===== src/core/sadc_pkg.sv =====
/*
 Shared constants and types for the SAR converter control block.
 Assumes a 32-bit Avalon-MM slave with word-aligned byte addresses.
*/
package sadc_pkg;

    // ==========================================================
    // Register map (byte addresses)
    localparam logic [3:0] SADC_OFF_CTRL   = 4'h0;
    localparam logic [3:0] SADC_OFF_CFG    = 4'h4;
    localparam logic [3:0] SADC_OFF_RESULT = 4'h8;
    localparam logic [3:0] SADC_OFF_STATUS = 4'hC;
    localparam int         SADC_ADDR_W     = 4;

    // ==========================================================
    // Control register fields
    localparam int SADC_CTRL_ON_BIT = 0;
    localparam int SADC_CTRL_GO_BIT = 1;
    localparam int SADC_CTRL_CH_LSB = 2;
    localparam int SADC_CH_W        = 6;

    // ==========================================================
    // Config register fields
    localparam int SADC_CFG_PREF_LSB = 0;
    localparam int SADC_PREF_W       = 2;
    localparam int SADC_CFG_NREF_BIT = 2;
    localparam int SADC_CFG_CLK_LSB  = 4;
    localparam int SADC_CLK_W        = 3;
    localparam int SADC_CFG_MASK_BIT = 8;

    // ==========================================================
    // Status register fields
    localparam int SADC_STAT_DONE_BIT = 0;
    localparam int SADC_STAT_BUSY_BIT = 1;

    // ==========================================================
    // Conversion parameters
    localparam int SADC_RES_W       = 10;
    localparam int SADC_CONV_PERIOD = 11;
    localparam int SADC_HI_W        = 2;
    localparam int SADC_LO_W        = 8;

    // Channel codes for the non-pin sources
    localparam logic [5:0] SADC_CH_TEMP = 6'h3C;
    localparam logic [5:0] SADC_CH_DAC  = 6'h3D;
    localparam logic [5:0] SADC_CH_FVR  = 6'h3E;
    localparam logic [5:0] SADC_CH_GND  = 6'h3F;

    // Positive reference encodings
    localparam logic [1:0] SADC_PREF_PIN    = 2'h0;
    localparam logic [1:0] SADC_PREF_SUPPLY = 2'h1;
    localparam logic [1:0] SADC_PREF_FVR2   = 2'h2;
    localparam logic [1:0] SADC_PREF_FVR4   = 2'h3;

    // Clock select: x11 picks the dedicated RC clock
    localparam logic [1:0] SADC_CLK_RC_LOW = 2'h3;

    typedef struct packed {
        logic [SADC_CH_W-1:0]   channel_select;
        logic [SADC_PREF_W-1:0] pos_ref_select;
        logic                   neg_ref_select;
        logic                   sample_hold;
    } sadc_analog_t;

endpackage : sadc_pkg


===== src/core/sadc_sar.sv =====
/*
 Successive-approximation engine: one bit decided per bit period.
 Assumes the analog comparator answers within one bit period.
*/
`timescale 1ns/1ns
`default_nettype none
module sadc_sar
    import sadc_pkg::*;
#(
    parameter int RES_W = SADC_RES_W
) (
    input  wire logic             clk,
    input  wire logic             reset,
    input  wire logic             start,
    input  wire logic             tick,
    input  wire logic             comp_high,
    output logic      [RES_W-1:0] dac_trial,
    output logic                  hold,
    output logic                  done,
    output logic      [RES_W-1:0] code
);

    logic [RES_W-1:0] bit_mask_ff;
    logic [RES_W-1:0] trial_ff;
    logic [RES_W-1:0] code_ff;
    logic [3:0]       period_ff;
    logic             busy_ff;
    logic             done_ff;

    assign dac_trial = trial_ff;
    assign hold      = busy_ff;
    assign done      = done_ff;
    assign code      = code_ff;

    // ==========================================================
    // Bit sequencing: first period samples, then one per bit
    always_ff @(posedge clk or posedge reset) begin
        if (reset) begin
            busy_ff     <= 1'b0;
            done_ff     <= 1'b0;
            period_ff   <= 4'h0;
            bit_mask_ff <= '0;
            trial_ff    <= '0;
            code_ff     <= '0;
        end else begin
            done_ff <= 1'b0;
            if (start && !busy_ff) begin
                busy_ff     <= 1'b1;
                period_ff   <= 4'h0;
                bit_mask_ff <= {1'b1, {(RES_W-1){1'b0}}};
                trial_ff    <= {1'b1, {(RES_W-1){1'b0}}};
            end else if (busy_ff && tick) begin
                if (period_ff == 4'h0) begin
                    period_ff <= 4'h1;
                end else begin
                    period_ff <= period_ff + 4'h1;
                    if (!comp_high) begin
                        trial_ff <= trial_ff & ~bit_mask_ff;
                    end
                    bit_mask_ff <= bit_mask_ff >> 1;
                    if (bit_mask_ff[0]) begin
                        busy_ff <= 1'b0;
                        done_ff <= 1'b1;
                        code_ff <= comp_high ? trial_ff
                                             : (trial_ff & ~bit_mask_ff);
                    end else begin
                        trial_ff <= (comp_high ? trial_ff
                                     : (trial_ff & ~bit_mask_ff))
                                    | (bit_mask_ff >> 1);
                    end
                end
            end
        end
    end

endmodule : sadc_sar
`default_nettype wire


===== src/core/sadc_ctrl.sv =====
/*
 Control and configuration of a 10-bit SAR converter with an
 Avalon-MM register slave, conversion clock divider and interrupt.
 Assumes an external comparator and trial DAC on the analog side.
*/
// Implementation choices: the address map and register access over Avalon-MM.
// What this block does
// - Ten-bit SAR result into one result register
// - One mux feeds a single sample-hold
// - Completion interrupt, able to wake sleep
// - Six-bit channel select picks the source
// - Two-bit positive reference select, four sources, three on low-voltage parts
// - One bit picks negative reference pin/ground
// - Converter on before go; not same write
// - Done clears go, sets flag, updates results
// - Three-bit clock select: dividers or RC
// - Conversion takes eleven bit periods
`timescale 1ns/1ns
`default_nettype none
module sadc_ctrl
    import sadc_pkg::*;
#(
    parameter int RES_W = SADC_RES_W
) (
    input  wire logic                   clk,
    input  wire logic                   reset,
    input  wire logic [SADC_ADDR_W-1:0] avs_address,
    input  wire logic                   avs_read,
    input  wire logic                   avs_write,
    input  wire logic [31:0]            avs_writedata,
    input  wire logic [3:0]             avs_byteenable,
    output logic      [31:0]            avs_readdata,
    output logic                        avs_waitrequest,
    input  wire logic                   rc_clock_tick,
    input  wire logic                   comp_high,
    input  wire logic                   low_voltage_part,
    output var sadc_analog_t            analog_ctrl,
    output logic      [RES_W-1:0]       dac_trial,
    output logic                        irq
);

    logic                 on_ff;
    logic                 go_ff;
    logic [SADC_CH_W-1:0] chan_ff;
    logic [1:0]           pref_ff;
    logic                 nref_ff;
    logic [2:0]           clksel_ff;
    logic                 mask_ff;
    logic                 flag_ff;
    logic [RES_W-1:0]     result_ff;
    logic [31:0]          rdata_ff;
    logic                 ack_ff;
    logic [5:0]           div_ff;
    logic [5:0]           div_limit;
    logic                 tick;
    logic                 start;
    logic                 sar_hold;
    logic                 sar_done;
    logic [RES_W-1:0]     sar_code;
    logic                 wr_ctrl;
    logic                 wr_cfg;
    logic                 wr_stat;

    // ==========================================================
    // Bus slave: one wait state on every access
    assign avs_waitrequest = (avs_read || avs_write) && !ack_ff;
    assign avs_readdata    = rdata_ff;
    assign wr_ctrl = avs_write && !ack_ff && avs_byteenable[0]
                     && avs_address == SADC_OFF_CTRL;
    assign wr_cfg  = avs_write && !ack_ff
                     && avs_address == SADC_OFF_CFG;
    assign wr_stat = avs_write && !ack_ff && avs_byteenable[0]
                     && avs_address == SADC_OFF_STATUS;

    always_ff @(posedge clk or posedge reset) begin
        if (reset) begin
            ack_ff <= 1'b0;
        end else begin
            ack_ff <= (avs_read || avs_write) && !ack_ff;
        end
    end

    always_ff @(posedge clk or posedge reset) begin
        if (reset) begin
            rdata_ff <= 32'h0000_0000;
        end else if (avs_read && !ack_ff) begin
            unique case (avs_address)
                SADC_OFF_CTRL:   rdata_ff <= {24'h00_0000, chan_ff,
                                             go_ff, on_ff};
                SADC_OFF_CFG:    rdata_ff <= {23'h00_0000, mask_ff,
                                             1'b0, clksel_ff, 1'b0,
                                             nref_ff, pref_ff};
                SADC_OFF_RESULT: rdata_ff <= {22'h00_0000,
                                             result_ff};
                SADC_OFF_STATUS: rdata_ff <= {30'h0000_0000,
                                             sar_hold, flag_ff};
                default:         rdata_ff <= 32'h0000_0000;
            endcase
        end
    end

    // ==========================================================
    // Control register: on, go and channel
    always_ff @(posedge clk or posedge reset) begin
        if (reset) begin
            on_ff   <= 1'b0;
            chan_ff <= '0;
        end else if (wr_ctrl) begin
            on_ff   <= avs_writedata[SADC_CTRL_ON_BIT];
            chan_ff <= avs_writedata[SADC_CTRL_CH_LSB +: SADC_CH_W];
        end
    end

    // Go only accepted when already on; done wins over a rewrite
    always_ff @(posedge clk or posedge reset) begin
        if (reset) begin
            go_ff <= 1'b0;
        end else if (sar_done || !on_ff) begin
            go_ff <= 1'b0;
        end else if (wr_ctrl && avs_writedata[SADC_CTRL_GO_BIT]
                     && avs_writedata[SADC_CTRL_ON_BIT]) begin
            go_ff <= 1'b1;
        end
    end

    // Go still reads set in the done cycle; a start there would repeat
    assign start = go_ff && on_ff && !sar_hold && !sar_done;

    // ==========================================================
    // Config register: references, clock, interrupt mask
    always_ff @(posedge clk or posedge reset) begin
        if (reset) begin
            pref_ff   <= SADC_PREF_PIN;
            nref_ff   <= 1'b0;
            clksel_ff <= 3'h0;
            mask_ff   <= 1'b0;
        end else if (wr_cfg) begin
            if (avs_byteenable[0]) begin
                // Upper fixed-reference option missing on low-voltage parts
                if (low_voltage_part && avs_writedata[1:0]
                    == SADC_PREF_FVR4) begin
                    pref_ff <= SADC_PREF_FVR2;
                end else begin
                    pref_ff <= avs_writedata[SADC_CFG_PREF_LSB +:
                                             SADC_PREF_W];
                end
                nref_ff   <= avs_writedata[SADC_CFG_NREF_BIT];
                clksel_ff <= avs_writedata[SADC_CFG_CLK_LSB +:
                                           SADC_CLK_W];
            end
            if (avs_byteenable[1]) begin
                mask_ff <= avs_writedata[SADC_CFG_MASK_BIT];
            end
        end
    end

    // ==========================================================
    // Conversion clock divider
    always_comb begin
        unique case (clksel_ff)
            3'h0:    div_limit = 6'h01;
            3'h4:    div_limit = 6'h03;
            3'h1:    div_limit = 6'h07;
            3'h5:    div_limit = 6'h0F;
            3'h2:    div_limit = 6'h1F;
            3'h6:    div_limit = 6'h3F;
            default: div_limit = 6'h00;
        endcase
    end

    always_ff @(posedge clk or posedge reset) begin
        if (reset) begin
            div_ff <= 6'h00;
        end else if (!sar_hold || div_ff >= div_limit) begin
            div_ff <= 6'h00;
        end else begin
            div_ff <= div_ff + 6'h01;
        end
    end

    // RC source is an external tick; it keeps running in sleep
    assign tick = (clksel_ff[1:0] == SADC_CLK_RC_LOW) ? rc_clock_tick
                  : (div_ff == div_limit);

    // Eleven periods: one sample plus ten bit decisions
    sadc_sar #(
        .RES_W (RES_W)
    ) u_sar (
        .clk       (clk),
        .reset     (reset),
        .start     (start),
        .tick      (tick),
        .comp_high (comp_high),
        .dac_trial (dac_trial),
        .hold      (sar_hold),
        .done      (sar_done),
        .code      (sar_code)
    );

    always_ff @(posedge clk or posedge reset) begin
        if (reset) begin
            result_ff <= '0;
        end else if (sar_done) begin
            result_ff <= sar_code;
        end
    end

    // ==========================================================
    // Done flag: set wins over write-one-to-clear
    always_ff @(posedge clk or posedge reset) begin
        if (reset) begin
            flag_ff <= 1'b0;
        end else if (sar_done) begin
            flag_ff <= 1'b1;
        end else if (wr_stat && avs_writedata[SADC_STAT_DONE_BIT]) begin
            flag_ff <= 1'b0;
        end
    end

    // Level output also serves as the sleep wake request
    assign irq = flag_ff && mask_ff;

    // Single mux into the one sample-hold
    assign analog_ctrl.channel_select = chan_ff;
    assign analog_ctrl.pos_ref_select = pref_ff;
    assign analog_ctrl.neg_ref_select = nref_ff;
    assign analog_ctrl.sample_hold    = sar_hold;

endmodule : sadc_ctrl
`default_nettype wire


===== config.mk =====
export PLATFORM = sky130hd
export DESIGN_NAME = sadc_ctrl
export DESIGN_NICKNAME = d
export VERILOG_FILES = /design/src/core/sadc_pkg.sv /design/src/core/sadc_sar.sv /design/src/core/sadc_ctrl.sv
export SDC_FILE = /design/constraint.sdc
export NUM_CORES = 1
export LEC_CHECK = 0
export BUFFER_PORTS_ARGS = -buffer_cell sky130_fd_sc_hd__buf_2
export CORE_MARGIN = 1.5
export CORE_UTILIZATION = 45
export DETAILED_ROUTE_END_ITERATION = 10
export PLACE_DENSITY_LB_ADDON = 0.12
export SLEW_MARGIN = 10
export SYNTH_ARGS = -nofsm -noshare
export SYNTH_HDL_FRONTEND = slang
export SYNTH_HIERARCHICAL = 1
export SYNTH_SLANG_ARGS = --single-unit

===== constraint.sdc =====
create_clock -name clk -period 2.5 [get_ports clk]
set_input_delay 0.5 -clock clk [delete_from_list [all_inputs] [get_ports clk]]
set_output_delay 0.5 -clock clk [all_outputs]
set_load 0.01 [all_outputs]

# Word-level counts from Yosys, hierarchy flattened
# Cells that the tools add are included.
dict set report word_totals {
  regBits 101
  input_bits 47
  out_inout_bits 54
}
dict set report op_classes {
  addsub 2
  order_cmp 1
  n_eq_ne 12
  muxes 28
  bitwise 5
  n_reduce_logical 36
}
# op n
set op_table {}
lappend op_table {{$mux 10} 8}
lappend op_table {{$pmux 10 s4} 1}
lappend op_table {{$pmux 6 s6} 1}
lappend op_table {{$logic_and 1x1->1} 17}
lappend op_table {{$mux 1} 13}
lappend op_table {{$mux 4} 3}
lappend op_table {{$and 10x10->10} 1}
lappend op_table {{$not 10->10} 1}
lappend op_table {{$or 10x9->10} 1}
lappend op_table {{$eq 3x3->1 const B} 3}
lappend op_table {{$eq 4x4->1 const B} 2}
lappend op_table {{$logic_not 4->1} 2}
lappend op_table {{$reduce_bool 2->1} 4}
lappend op_table {{$add 6x1->6 const B} 1}
lappend op_table {{$eq 6x6->1} 1}
lappend op_table {{$ge 6x6->1} 1}
lappend op_table {{$mux 6} 1}
lappend op_table {{$reduce_and 2->1} 3}
lappend op_table {{$add 4x1->4 const B} 1}
lappend op_table {{$eq 2x2->1 const B} 2}
lappend op_table {{$eq 4x3->1 const B} 1}
lappend op_table {{$logic_not 1->1} 4}
lappend op_table {{$reduce_and 4->1} 1}
lappend op_table {{$eq 3x1->1 const B} 1}
lappend op_table {{other kinds (7)} 10}

# Longest topological paths before layout
# Gate-level depths: netlist of run 1.
dict set report logic_depth {
  word_depth 8
  ltp_mapped 10
}

# Hierarchy
# Netlist of run 1, hierarchy kept.
# module n_inst cells_per_inst area_each_um2 seq_area_each_um2
set by_module_without_submodules {}
lappend by_module_without_submodules {sadc_ctrl 1 196 2349.8 1076.0}
lappend by_module_without_submodules {sadc_sar 1 167 1697.9 900.9}

# Worst setup path before layout of run 1
# Ideal clock, no wire load.
dict set report synth_timing {
  path_kind {reg-to-reg}
  startpoint {reg clksel_ff[1]}
  endpoint {reg u_sar.trial_ff[1] (netlist: u_sar/dac_trial[1])}
  arrival_ps 2284
  required_time_ps 2378
  setup_slack_ps 94
  path_stages_with_launch 11
  path_buffers 1
  synth_period_minus_slack_ps 2406
  path_cell_list {dfrtp_1 > nor2b_1 > nand2_1 > ha_1 > nand4_1 > nor2_1 > mux2_2 > nand2_2 > clkbuf_1 > or4_1 > a32o_1}
}
dict set report synth_via {
  elab_chain_cells 7
  elab_cells_between_ends 13
  cone_classes {7 x eq/ne; 2 x mux; 4 x reduce/logical}
}
# element line
set synth_lines {}
lappend synth_lines {{from (decl)} sadc_ctrl.sv:47} ;# logic [2:0] clksel_ff;
lappend synth_lines {{from (signal assigned)} sadc_ctrl.sv:148} ;# clksel_ff <= avs_writedata[SADC_CFG_CLK_LSB +:
lappend synth_lines {{$eq 3x3->1, or another cell as far along} sadc_ctrl.sv:160} ;# unique case (clksel_ff)
lappend synth_lines {{$pmux 6 s6} sadc_ctrl.sv:160}
lappend synth_lines {{$eq 6x6->1} sadc_ctrl.sv:183} ;# : (div_ff == div_limit);
lappend synth_lines {{$mux 1 (*)} sadc_ctrl.sv:182} ;# assign tick = (clksel_ff[1:0] == SADC_CLK_RC_LOW) ? rc_clock_tick
lappend synth_lines {{named net tick} sadc_ctrl.sv:55} ;# logic tick;
lappend synth_lines {{$logic_and 1x1->1 (*)} sadc_sar.sv:52} ;# end else if (busy_ff && tick) begin
lappend synth_lines {{$reduce_bool 2->1 (no line) (*)} -}
lappend synth_lines {{$reduce_and 2->1 (no line) (*)} -}
lappend synth_lines {{to (signal assigned)} sadc_sar.sv:51} ;# trial_ff <= {1'b1, {(RES_W-1){1'b0}}};
lappend synth_lines {{to (signal assigned)} sadc_sar.sv:58} ;# trial_ff <= trial_ff & ~bit_mask_ff;
lappend synth_lines {{to (signal assigned)} sadc_sar.sv:67} ;# trial_ff <= (comp_high ? trial_ff
lappend synth_lines {{to (decl)} sadc_sar.sv:24} ;# logic [RES_W-1:0] trial_ff;
# The timed path passes the listed nets; every way through them passes the cells marked *.
# A chain may end at the register's enable or synchronous reset.

# Worst setup path after layout of run 1
dict set report layout_timing {
  startpoint {reg clksel_ff[1]}
  endpoint {reg u_sar.trial_ff[6] (netlist: u_sar/dac_trial[6])}
}
# The elaborated chain is that of the path after synthesis.

==> impl_metrics.csv, run 1 <==
group,metric,value,unit
outcome,outcome,"complete, no violations",
worst_setup_path,required,2.74,ns
drt,antenna_left,0,
yosys,yosysSeqAreaShare,48.84,%
grt,grt_max_degree,44,
worst_setup_path,cp_slowest_cell,"dfrtp_1",
worst_setup_path,endpoint_kind,"flop",
drt,drt_iter0_drc,65,
sta,relSlewSlack,53.40,%
drt,drc,0,
sta,period_share,97.61,%
sta,setup_viol,0,
run,max_cap_viol_count,0,
floorplan,fp.dieW,97.84,um
power_and_ir_drop,p_leak,0.002272,uW
sta,fmax,409.8,MHz
yosys,ys_seq_elements,79,
clocking,clock_latency,0.34,ns
worst_setup_path,worstPathCellList,"buf_6, or3_4, nand2_4, ha_4, nand2_4, nor2_2, mux2_4, nand2_8, clkbuf_16, or4_4, a32o_1",
yosys,ys_async_sr_fraction,100.0,%
grt,grt_pass1_wl,14370,um
drt,vias_per_cell,5.333,
sta,rsz0062_at_grt,"true",
drt,drt_first_pass_iters,4,
drt,routed_wl,8613,um
grt,overflow,0,
floorplan,core-area,0.008721,mm^2
worst_setup_path,worst-setup-path-type,"reg -> reg",
worst_setup_path,path_max_fanout,7,
yosys,netlist_area,0.004048,mm^2
worst_setup_path,cp_num_buf_inv,2,
floorplan,die_area,0.009573,mm^2
yosys,avgSynthCellArea,11.15,um^2
clocking,htree_levels,3,
place,place_hpwl,6065,um
worst_setup_path,cp-start-kind,"flop",
cells_and_area,final_common_cell,"dfrtp_1",
yosys,ys_types,56,
sta,min_period,2.440,ns
worst_setup_path,path_delay_family,"simple AND/OR/NAND/NOR gates",
clocking,cts_tree,"yes",
clocking,clock_sinks,79,
sta,hold_violations,0,
clocking,clk_path_buf_depth,2,
cells_and_area,final_nets,487,
grt,grtUsageTotal,18.69,%
sta,holdWs,0.2659,ns
drt,via_count,2901,
yosys,synthCells,363,
place,port_buffers,53,
cells_and_area,fin_cells,544,
place,place.gp.congestion,0.7887,
grt,grt_pass1_vias,2903,
cells_and_area,syn_to_final_growth,18.42,%
sta,maxSlewViolCount,0,
clocking,cts_root_buffer,"clkbuf_8",
place,dp_cells,525,
power_and_ir_drop,power_density,896.7,mW/mm^2
cells_and_area,num_antenna_cells,0,
hold_path,hp-class,"in -> async",
worst_setup_path,cp.arrival,2.68,ns
cells_and_area,fillers,805,
floorplan,rows,34,
yosys,synth-edff-count,0,
floorplan,die_h,97.84,um
clocking,cts_made_buffers,9,
cells_and_area,final_cell_mix,"dfrtp_1 (78), buf_2 (53), o21ai_0 (28)",
sta,tightest_slew,0.6893,ns
cells_and_area,layout-drive-gt1-share,33.94,%
power_and_ir_drop,vdd_drop_max,413.7,uV
floorplan,io_pins,101,
worst_setup_path,max_stage_delay,0.43,ns
sta,clock_skew,0.01100,ns
floorplan,start_util,46.41,%
yosys,synth-main-ff-cell,"dfrtp_1",
drt,routedWlPerCell,15.83,um
grt,antenna_found_initial,0,
yosys,yosys_warnings,6,
worst_setup_path,crit_path_frequent_cell,"nand2_4",
clocking,cts.clk_slew.worst_paths,0.08,ns
[final cells by class]
cell class	instances	area (um^2)	share of cell area [%]
clock buffer	11	151.4	3.158
sequential	79	1978	41.27
tap	108	135.1	2.819
timing repair buffer	76	484.2	10.10
multi-input combinational	238	1887	39.36
clock inverter	5	56.30	1.175
inverter	27	101.3	2.114
[state kept, by name, indices dropped and copies added, names as in the netlist, 2 cells and up]
| name | cells |
|---|---|
| u_sar/bit_mask_ff | 10 |
| clksel_ff | 3 |
| pref_ff | 2 |
| chan_ff | 6 |
| div_ff | 6 |
| u_sar/code | 10 |
| u_sar/period_ff | 4 |
| u_sar/dac_trial | 10 |
| avs_readdata | 10 |
| result_ff | 10 |
[worst min-delay path, cell delays in order]
cell,delay [ns]
buf_2,0.11
inv_1,0.04
buf_4,0.40
[where the power goes]
part	internal (uW)	switching [uW]
clock network	514	462
registers	1620	286
logic	714	702
total	2850	1450
[path summary, 6_finish.rpt]
kind / start / end / slack, ns / depth (start not counted)
worst min register to register: avs_readdata[9] / avs_readdata[9] / 0.49 / 2
max in group asynchronous: reset / chan_ff[1] / 1.83 / 3
min in group clk: avs_writedata[2] / chan_ff[0] / 0.40 / 2
worst min-delay path: reset / u_sar/period_ff[0] / 0.27 / 3
worst max-delay path: clksel_ff[1] / u_sar/dac_trial[6] / 0.06 / 11
worst max register to register: clksel_ff[1] / u_sar/dac_trial[6] / 0.06 / 11
[synth_stat cells, types with 5 or more instances]
library cell	instances	share of area [%]
mux2i_1	12	3.0
mux2_2	21	5.8
buf_4	27	5.0
or4_1	8	1.5
o21ai_0	28	3.5
ha_1	9	2.8
nand3_1	13	1.6
a32o_1	8	2.0
clkbuf_1	9	0.83
mux2_4	7	2.6
a21oi_1	16	2.0
nand2_1	17	1.6
nor2_1	7	0.65
a22o_1	5	1.1
inv_1	27	2.5
nor2b_1	6	0.93
dfrtp_1	79	49
[stage by stage]
step	total power, uW	setup WS, ns	instance area (um^2)	util [%]	setup TNS [ns]
2_1_floorplan	2740	0.09396	4126	-	0
3_3_place_gp	3160	-0.07891	4446	50.98	-0.5808
3_5_place_dp	3204	-0.1264	4446	50.98	-0.9264
4_1_cts	4229	0.005857	4678	53.64	0
5_1_grt	4583	-0.01945	4793	54.96	-0.04803
6_report	4298	0.05987	4793	54.96	0
[cells by family (layout without fill, tap and decap cells)]
| kind of cell | Yosys count | in the layout | share of synthesized area, % |
|---|---|---|---|
| AOI/OAI and AO/OA | 73 | 73 | 11.75 |
| xor gates and xnor gates | 4 | 4 | 0.8657 |
| adders and majority gates | 9 | 9 | 2.782 |
| buffers and inverters | 67 | 119 | 8.964 |
| DFF | 79 | 79 | 48.84 |
| muxes | 42 | 42 | 12.52 |
| other | 1 | 22 | 0.09265 |
| and+or+nand+nor | 88 | 88 | 14.19 |
[per-layer routing]
layer,GRT usage [%],wire length [um]
met4,5.495,115
met3,4.223,356
met5,0,0
met1,24.93,4042
met2,30.61,4098
[repair_timing]
item,4_1_cts,5_1_grt
hold buffers,0,0
setup endpoints to repair,8,10
setup buffers,1,1
gates cloned,0,1
pin swaps,0,11
gates resized for setup,4,17
No activity file was read; power rests on OpenSTA's default activity.
==> inputs of run 2 (changes only) <==
--- a/config.mk
+++ b/config.mk
@@ -8,6 +8,7 @@
 export BUFFER_PORTS_ARGS = -buffer_cell sky130_fd_sc_hd__buf_2
 export CORE_MARGIN = 1.5
 export CORE_UTILIZATION = 45
+export CTS_BUF_LIST = sky130_fd_sc_hd__clkbuf_4
 export DETAILED_ROUTE_END_ITERATION = 10
 export PLACE_DENSITY_LB_ADDON = 0.12
 export SLEW_MARGIN = 10
==> run 2 against run 1 <==
  * Hold slack worse by 0.088 ns
  * Power is 5.5% lower
  * Die area stayed put
  * Non-clock buffer count stayed put
==> impl_metrics.csv, run 2 (same netlist as run 1, synthesis figures left out) <==
group,metric,value,unit
clocking,clock_sinks,79,
cells_and_area,final_cell_mix,"dfrtp_1 (78), buf_2 (53), o21ai_0 (28)",
worst_setup_path,r2r.worst_path.cells,11,
floorplan,start_util,46.41,%
cells_and_area,final_common_cell,"dfrtp_1",
grt,overflow,0,
grt,grt_busiest_layer,"met2",
cells_and_area,syn_to_final_growth,16.54,%
drt,vias_per_cell,5.296,
grt,grt_pass1_wl,14410,um
drt,antenna_left,0,
floorplan,fp.dieW,97.84,um
drt,drt_first_pass_iters,4,
clocking,clk_path_buf_depth,2,
cells_and_area,fin_cells,544,
sta,min_period,2.437,ns
sta,rsz0062_at_grt,"true",
grt,met1_usage,25.50,%
cells_and_area,regArea,0.001978,mm^2
worst_setup_path,required,2.82,ns
sta,clock_skew,0.01633,ns
worst_setup_path,cp.arrival,2.76,ns
sta,fin_ws,0.06263,ns
place,dp_slack,-0.1264,ns
worst_setup_path,worst-setup-path-type,"reg -> reg",
worst_setup_path,worstReg2RegEnd,"u_sar/dac_trial[5]",
worst_setup_path,cp-startpoint,"clksel_ff[1]",
place,place.gp.congestion,0.7887,
place,place_hpwl,6065,um
floorplan,rows,34,
drt,routed_wl,8629,um
sta,relSlewSlack,52.82,%
cells_and_area,final_nets,487,
clocking,htree_levels,3,
worst_setup_path,endpoint_kind,"flop",
floorplan,core-area,0.008721,mm^2
grt,grtUsageTotal,18.74,%
hold_path,hp-class,"in -> async",
clocking,postCtsHoldBufs,0,
clocking,cts.clk_slew.worst_paths,0.13,ns
floorplan,die_h,97.84,um
cells_and_area,fillers,825,
grt,use_met3,4.868,%
outcome,outcome,"complete, no violations",
drt,via_count,2881,
sta,maxSlewViolCount,0,
place,port_buffers,53,
power_and_ir_drop,vdd_drop_max,449.7,uV
sta,hold_violations,0,
cells_and_area,layout-drive-gt1-share,33.49,%
sta,setup_viol,0,
grt,antenna_found_initial,0,
worst_setup_path,r2r_slack,0.06,ns
cells_and_area,num_antenna_cells,0,
clocking,clock_latency,0.42,ns
clocking,cts_made_buffers,9,
power_and_ir_drop,power_density,860.7,mW/mm^2
drt,drt_iter0_drc,74,
place,dp_cells,525,
sta,fmax,410.3,MHz
drt,drc,0,
worst_setup_path,r2r_start,"clksel_ff[1]",
worst_setup_path,worstSetupEndpoint,"u_sar/dac_trial[5]",
worst_setup_path,cp-start-kind,"flop",
clocking,cts_root_buffer,"clkbuf_4",
worst_setup_path,path_max_fanout,7,
power_and_ir_drop,p_leak,0.002238,uW
clocking,cts_tree,"yes",
floorplan,io_pins,101,
floorplan,die_area,0.009573,mm^2
cells_and_area,multiInputGateArea,0.001887,mm^2
sta,period_share,97.49,%
grt,grt_pass1_vias,2885,
run,max_cap_viol_count,0,
sta,tightest_slew,0.6978,ns
drt,routedWlPerCell,15.86,um
grt,met2_usage,30.13,%
grt,grt_max_degree,44,
run 2: cell count changes in the layout (fill, tap and decap cells not counted), sizes merged:
cell	previous run	this run
clkinv	4	6
clkbuf	12	10
run 2: worst min path at each step:
| stage | startpoint | end | slack, ns | depth (start not counted) |
|---|---|---|---|---|
| 3_3_place_gp | avs_readdata[7] | avs_readdata[7] | 0.45 | 2 |
| 5_1_grt | reset | u_sar/dac_trial[2] | 0.19 | 3 |
| 3_5_place_dp | avs_readdata[9] | avs_readdata[9] | 0.47 | 2 |
| 6_report | reset | u_sar/bit_mask_ff[8] | 0.18 | 3 |
| 2_1_floorplan | flag_ff | flag_ff | 0.46 | 1 |
| 4_1_cts | reset | u_sar/dac_trial[5] | 0.17 | 3 |
run 2: area by class of cell:
class / instances / share of cell area (%)
Sequential cell: 79 / 41.94
Timing Repair Buffer: 76 / 10.27
Tap cell: 108 / 2.865
Clock inverter: 7 / 1.353
Inverter: 27 / 2.149
Multi-Input combinational cell: 238 / 40.00
Clock buffer: 9 / 1.432
run 2: where the power goes:
group / internal, uW / leakage (uW) / switching [uW] / total, uW
registers: 1620 / 0.000991 / 286 / 1900
logic: 714 / 0.00118 / 706 / 1420
clock network: 297 / 0.0000708 / 441 / 738
run 2: stage by stage:
stage / instance area [um^2] / util (%) / hold WS, ns / power, uW / TNS [ns]
global route: 4717 / 54.09 / 0.1940 / 4344 / -0.08932
global placement: 4446 / 50.98 / 0.4540 / 3160 / -0.5808
CTS: 4606 / 52.81 / 0.1668 / 3989 / 0
detailed placement: 4446 / 50.98 / 0.4689 / 3204 / -0.9264
finish: 4717 / 54.09 / 0.1783 / 4060 / 0
floorplan: 4126 / - / 0.4584 / 2740 / 0
run 2: worst max-delay path, cell delays in order, from the launching register on:
cell,delay [ns]
dfrtp_1,0.45
buf_6,0.14
or3_4,0.33
nand2_4,0.07
ha_4,0.14
nand2_4,0.05
nor2_2,0.10
mux2_4,0.19
nand2_8,0.08
buf_12,0.14
or4_1,0.39
a32o_1,0.26
run 2: layer usage:
metal	vias up	share of wire (%)
met5	-	0
met4	0	0.88
met3	6	4.1
met2	64	47
met1	1418	48
li1	1393	-
run 2: repair_timing:
action | in CTS | in global routing
cloned | 0 | 1
endpoints found under the setup margin | 9 | 10
pin swaps | 0 | 11
resized for setup | 5 | 16
hold endpoints to repair | 0 | 0
buffers inserted | 1 | 1
